<file path="src/shared/spdg_pkg.sv">
// Constants and types for the signal path and digital gain block.
// Assumes a single 10 MHz clock and a synchronous active-high reset.
package spdg_pkg;
    localparam int MOD_W = 32;
    localparam int CONV_W = 24;
    localparam int GAIN_W = 3;
    localparam int PATH_W = 2;
    localparam logic [1:0] PATH_BYPASS = 2'h0;
    localparam logic [1:0] PATH_BUFFER = 2'h1;
    localparam logic [1:0] PATH_AMP = 2'h2;
    // Low bit index of the kept slice for each digital gain
    localparam int LSB_X1 = 8;
    localparam int LSB_X2 = 7;
    localparam int LSB_X4 = 6;
    localparam logic [2:0] GAIN_CODE_X2 = 3'h1;
    localparam logic [2:0] GAIN_CODE_X4 = 3'h2;
    localparam logic [2:0] RST_GAIN = 3'h0;
    localparam logic [1:0] RST_PATH = 2'h0;
    // Reset leaves the lowest-power direct path selected
    localparam logic RST_DIRECT = 1'b1;
    localparam logic RST_BUF = 1'b0;
    localparam logic RST_AMP = 1'b0;
    localparam logic RST_VALID = 1'b0;
    localparam logic [23:0] RST_CONV = 24'h000000;
    typedef enum logic [1:0] {SPDG_DG_X1, SPDG_DG_X2, SPDG_DG_X4} spdg_dgain_e;
endpackage : spdg_pkg

</file>
<file path="src/spdg_slicer.sv">
// Bit-slice selector turning a modulator word into a conversion word.
// Assumes the gain selection is already clamped to x1, x2 or x4.
`timescale 1ns/100ps
module spdg_slicer (
    // Input word and gain
    input wire logic [31:0] mod_word,
    input wire logic [1:0] dgain,
    // Output
    output logic [23:0] conv_word
);
    wire logic [23:0] slice_x1 = mod_word[spdg_pkg::LSB_X1 +: 24];
    wire logic [23:0] slice_x2 = mod_word[spdg_pkg::LSB_X2 +: 24];
    wire logic [23:0] slice_x4 = mod_word[spdg_pkg::LSB_X4 +: 24];
    assign conv_word = (dgain == 2'(spdg_pkg::SPDG_DG_X4)) ? slice_x4 :
                       (dgain == 2'(spdg_pkg::SPDG_DG_X2)) ? slice_x2 :
                       slice_x1;
endmodule : spdg_slicer

</file>
<file path="src/spdg_top.sv">
// Signal path selection and digital gain scaling for the converter front end.
// Assumes path and gain come from a register file elsewhere, on clk.
`timescale 1ns/100ps
module spdg_top (
    // Clock and reset
    input wire logic clk,
    input wire logic rst,
    // Configuration
    input wire logic [1:0] path_sel,
    input wire logic [2:0] gain_sel,
    // Modulator result
    input wire logic [31:0] mod_data,
    input wire logic mod_valid,
    // Analog enables
    output logic buf_en,
    output logic amp_en,
    output logic direct_en,
    output logic [2:0] amp_gain,
    // Conversion result
    output logic [23:0] conv_data,
    output logic conv_valid
);
    logic [1:0] path_reg;
    logic [2:0] gain_reg;
    logic buf_en_reg, amp_en_reg, direct_en_reg;
    logic [2:0] amp_gain_reg;
    logic [23:0] conv_reg;
    logic valid_reg;

    // Path decoding is shared by the live and the registered selection
    function automatic logic path_is_amp(logic [1:0] p);
        return p == spdg_pkg::PATH_AMP;
    endfunction : path_is_amp

    function automatic logic path_is_buf(logic [1:0] p);
        return p == spdg_pkg::PATH_BUFFER;
    endfunction : path_is_buf

    // Reserved path code 3 falls back to bypass, the lowest-power choice
    wire logic is_amp = path_is_amp(path_sel);
    wire logic is_buf = path_is_buf(path_sel);
    wire logic is_dir = !is_amp && !is_buf;
    wire logic buf_en_next = is_buf;
    wire logic amp_en_next = is_amp;
    wire logic direct_en_next = is_dir;
    // Analog gain 2**code applies only while the amplifier is in the path
    wire logic [2:0] amp_gain_next = is_amp ? gain_sel : spdg_pkg::RST_GAIN;

    // Digital gain follows the path held in registers, so the slice never
    // changes mid-word relative to the path that produced it
    wire logic [1:0] dgain_sel;
    assign dgain_sel = path_is_amp(path_reg) ? 2'(spdg_pkg::SPDG_DG_X1) :
        (gain_reg >= spdg_pkg::GAIN_CODE_X4) ? 2'(spdg_pkg::SPDG_DG_X4) :
        (gain_reg == spdg_pkg::GAIN_CODE_X2) ? 2'(spdg_pkg::SPDG_DG_X2) :
        2'(spdg_pkg::SPDG_DG_X1);
    wire logic [23:0] conv_next;

    spdg_slicer u_slicer (
        .mod_word(mod_data),
        .dgain(dgain_sel),
        .conv_word(conv_next)
    );

    // Configuration copy that steers the slice for the next word
    always_ff @(posedge clk) begin
        if (rst) begin
            path_reg <= spdg_pkg::RST_PATH;
            gain_reg <= spdg_pkg::RST_GAIN;
        end else begin
            path_reg <= path_sel;
            gain_reg <= gain_sel;
        end
    end

    // Analog enables, registered so the pins never glitch on decode
    always_ff @(posedge clk) begin
        if (rst) begin
            buf_en_reg <= spdg_pkg::RST_BUF;
            amp_en_reg <= spdg_pkg::RST_AMP;
            direct_en_reg <= spdg_pkg::RST_DIRECT;
            amp_gain_reg <= spdg_pkg::RST_GAIN;
        end else begin
            buf_en_reg <= buf_en_next;
            amp_en_reg <= amp_en_next;
            direct_en_reg <= direct_en_next;
            amp_gain_reg <= amp_gain_next;
        end
    end

    always_ff @(posedge clk) begin
        if (rst) begin
            conv_reg <= spdg_pkg::RST_CONV;
            valid_reg <= spdg_pkg::RST_VALID;
        end else begin
            valid_reg <= mod_valid;
            if (mod_valid) begin
                conv_reg <= conv_next;
            end
        end
    end

    assign buf_en = buf_en_reg;
    assign amp_en = amp_en_reg;
    assign direct_en = direct_en_reg;
    assign amp_gain = amp_gain_reg;
    assign conv_data = conv_reg;
    assign conv_valid = valid_reg;

    wire logic path_amp_q = path_is_amp(path_reg);
    wire logic path_buf_q = path_is_buf(path_reg);
endmodule : spdg_top

</file>
<file path="config.mk">
export PLATFORM = sky130hd
export DESIGN_NAME = spdg_top
export DESIGN_NICKNAME = d
export VERILOG_FILES = /design/src/shared/spdg_pkg.sv /design/src/spdg_slicer.sv /design/src/spdg_top.sv
export SDC_FILE = /design/constraint.sdc
export NUM_CORES = 1
export LEC_CHECK = 0
export BUFFER_PORTS_ARGS = -buffer_cell sky130_fd_sc_hd__buf_2
export CORE_MARGIN = 2
export CORE_UTILIZATION = 45
export DETAILED_ROUTE_END_ITERATION = 8
export PLACE_DENSITY_LB_ADDON = 0.3
export SLEW_MARGIN = 30
export SYNTH_ARGS = -nofsm -noshare
export SYNTH_HDL_FRONTEND = slang
export SYNTH_SLANG_ARGS = --single-unit
</file>
<file path="constraint.sdc">
create_clock -name clk -period 3.35 [get_ports clk]
set_input_delay 0.335 -clock clk [delete_from_list [all_inputs] [get_ports clk]]
set_output_delay 0.335 -clock clk [all_outputs]
set_load 0.05 [all_outputs]
</file>
==> metrics.txt <==
Core ar. between 4000 and 5000 um2; maximum operating frequency about 0.56 GHz; largest net degree at the start of global routing 39; final wirelength roughly 4600 um; Worst VDD drop 0.292 mV; synthesis-to-finish area growth 18.6%; Sink Count 36; crit path launch path_reg[1]$_SDFF_PP0_; Worst Path Arrival slightly below 2 ns; Final min period 1.80 ns; routed length on met1 between 2000 and 2500 um; Post-synth EDFFs 0; initial drt markers about 140; Fin. Hold Viols 0; share of cells above drive strength 1 between 30% and 40%; syn nets around 270; asr flop ratio synth 0%; GRT Total Usage 18.4%; DRT Pass-1 Iters 5; CTS clk-pin slew, worst paths roughly 0.08 ns; Post-CTS Setup Bufs 0; final worst setup slack 1.55 ns; Top-Level Pins 71; # rows 24; Psw approximately 390 uW; YS warnings 0; slew margin rel. between 40% and 50%; worst skew pair latency ~0.29 ns; Hold Path Class input port to flip-flop; IO Port Bufs 64; skew final between 0.005 and 0.006 ns; PD cells 461 nW/um2; top-count cell post-synth dfxtp_1; worst slew pin tran 0.837 ns; fillers approximately 460; CTS Hold Bufs 0; DR WL/cell approximately 14 um; Crit Reg-Reg Startpoint path_reg[1]$_SDFF_PP0_; sw frac around 35%; critical path capture point type flip-flop; status completed; gr ovfl total 0; Pint slightly above 700 uW; Synth Instances approximately 230; HPWL Detailed approximately 3000 um; largest cells by area after synthesis dfxtp_1 (36%), a221oi_1 (10%), a211oi_1 (9.0%); dpl cells 322; # DRC 0; Comb pwr share approximately 27%; Util after Layout around 55%; Min Hold Slack about 0.29 ns; top cells by count, synth dfxtp_1 (36), inv_1 (26), a211oi_1 (24), o21a_1 (24), o21bai_1 (24); hold path start mod_data[6]; RSZ-0062 raised after global routing false; area leader, netlist dfxtp_1; sequential area share after synthesis 36.1%; Leakage roughly 1.1 nW; syn avg cell area around 8.8 um2; Via density ~5.6; clock power share 28.9%; detailed-route via count about 1800; Die Ht 70.6 um; clock root buffer clkbuf_8; post-route setup TNS 0 ns; initial antenna violation count 0; maximum fanout along the worst path 38; final setup fails 0; number of diodes 0; die area 4980 um2; Sequential Power Share between 40% and 50%; final antenna-violating net count 0; Die W between 70 and 80 um; layout net count 319; wire length on met2 about 2000 um; Non-Filler Instances 330; Critical Path Source Type flip-flop; Max Cap Viol 0; Yosys top cell area share a little over a third; post-CTS sizing 0; CTS tree yes; Synth cell types 23; Worst Path Required around 3.5 ns; setup slack at placement about 1.6 ns; Crit Path Class flip-flop to flip-flop; first-pass GRT wire length ~7400 um; #FFs+latches synth 36; Max Slew Vio Count 0; Synth Cell Area 2000 um2; Max clock buf depth 2; crit share post-route a little over half; H-tree Lvls 2; vias in the first global route around 1600; Most used DFF post-synth dfxtp_1; CTS buffer count 5; Max Used Layer met4; max FFs per register 24; Final GP Congestion roughly 0.73; initial core utilization between 40 and 50%; met3 wire length between 200 and 300 um
critical path, cell delays in order (launching register included):
cell and delay (ns):
dfxtp_1 0.32, nor2b_4 0.69, nor3b_2 0.08, buf_4 0.25
a221oi_1 0.34
kinds of logic after synthesis:
kind of cell    after synthesis  share of synthesized area, %
compound gates              120                          44.5
fa+ha+maj                     2                          1.25
buf+inv                      52                          12.5
flops                        36                          36.1
simple gates                 16                          5.58
stage by stage:
step	power, mW	cell area, um2
2_1_floorplan	0.715	2000
3_3_place_gp	0.783	2270
3_5_place_dp	0.785	2270
4_1_cts	1.10	2370
5_1_grt	1.15	2370
6_report	1.09	2370
final timing paths:
check | to | slack, ns | depth (start not counted)
worst max-delay path | conv_data[18]$_SDFFE_PP0P_ | 1.55 | 4
worst min-delay path | conv_data[0]$_SDFFE_PP0P_ | 0.29 | 3
worst max register to register | conv_data[18]$_SDFFE_PP0P_ | 1.55 | 4
worst min register to register | conv_data[16]$_SDFFE_PP0P_ | 0.51 | 2
power by group through the flow:
stage	clock, mW	combinational, mW	sequential [mW]
after floorplan	0	0.132	0.582
after global placement	0	0.296	0.487
after detailed placement	0	0.297	0.488
after CTS	0.326	0.299	0.478
after global routing	0.349	0.320	0.482
final	0.316	0.297	0.478
routing by layer:
layer	track usage [%]	vias up
li1	-	931
met1	25.9	852
met2	28.4	59
met3	4.42	5
met4	5.03	0
met5	0	-
layout make-up:
| type | instances | area (um2) | area share (%) |
|---|---|---|---|
| multi-input combinational | 138 | 1020 | 43.3 |
| sequential | 36 | 721 | 30.5 |
| timing repair buffer | 70 | 365 | 15.4 |
| inverter | 26 | 97.6 | 4.12 |
| clock buffer | 5 | 68.8 | 2.91 |
| tap | 52 | 65.1 | 2.75 |
| clock inverter | 3 | 23.8 | 1.00 |
placed cells by master (no fill, tap or decap):
cell type   Yosys  final
buf_2          12     64
dfxtp_1        36     36
inv_1          26     26
a211oi_1       24     24
o21a_1         24     24
o21bai_1       24     24
a221oi_1       23     23
o21ai_1        17     17
nor2b_1         6      6
buf_4           2      6
clkbuf_8        0      5
o21ai_0         4      4
and2_1          3      3
nor2_1          3      3
o21ai_2         3      3
ha_1            2      2
clkinvlp_4      0      2
nor2b_4         1      1
nor3b_2         1      1
or3b_4          1      1
a221oi_2        1      1
or2_2           1      1
clkinv_4        0      1
Power figures use the tool's default switching activity.
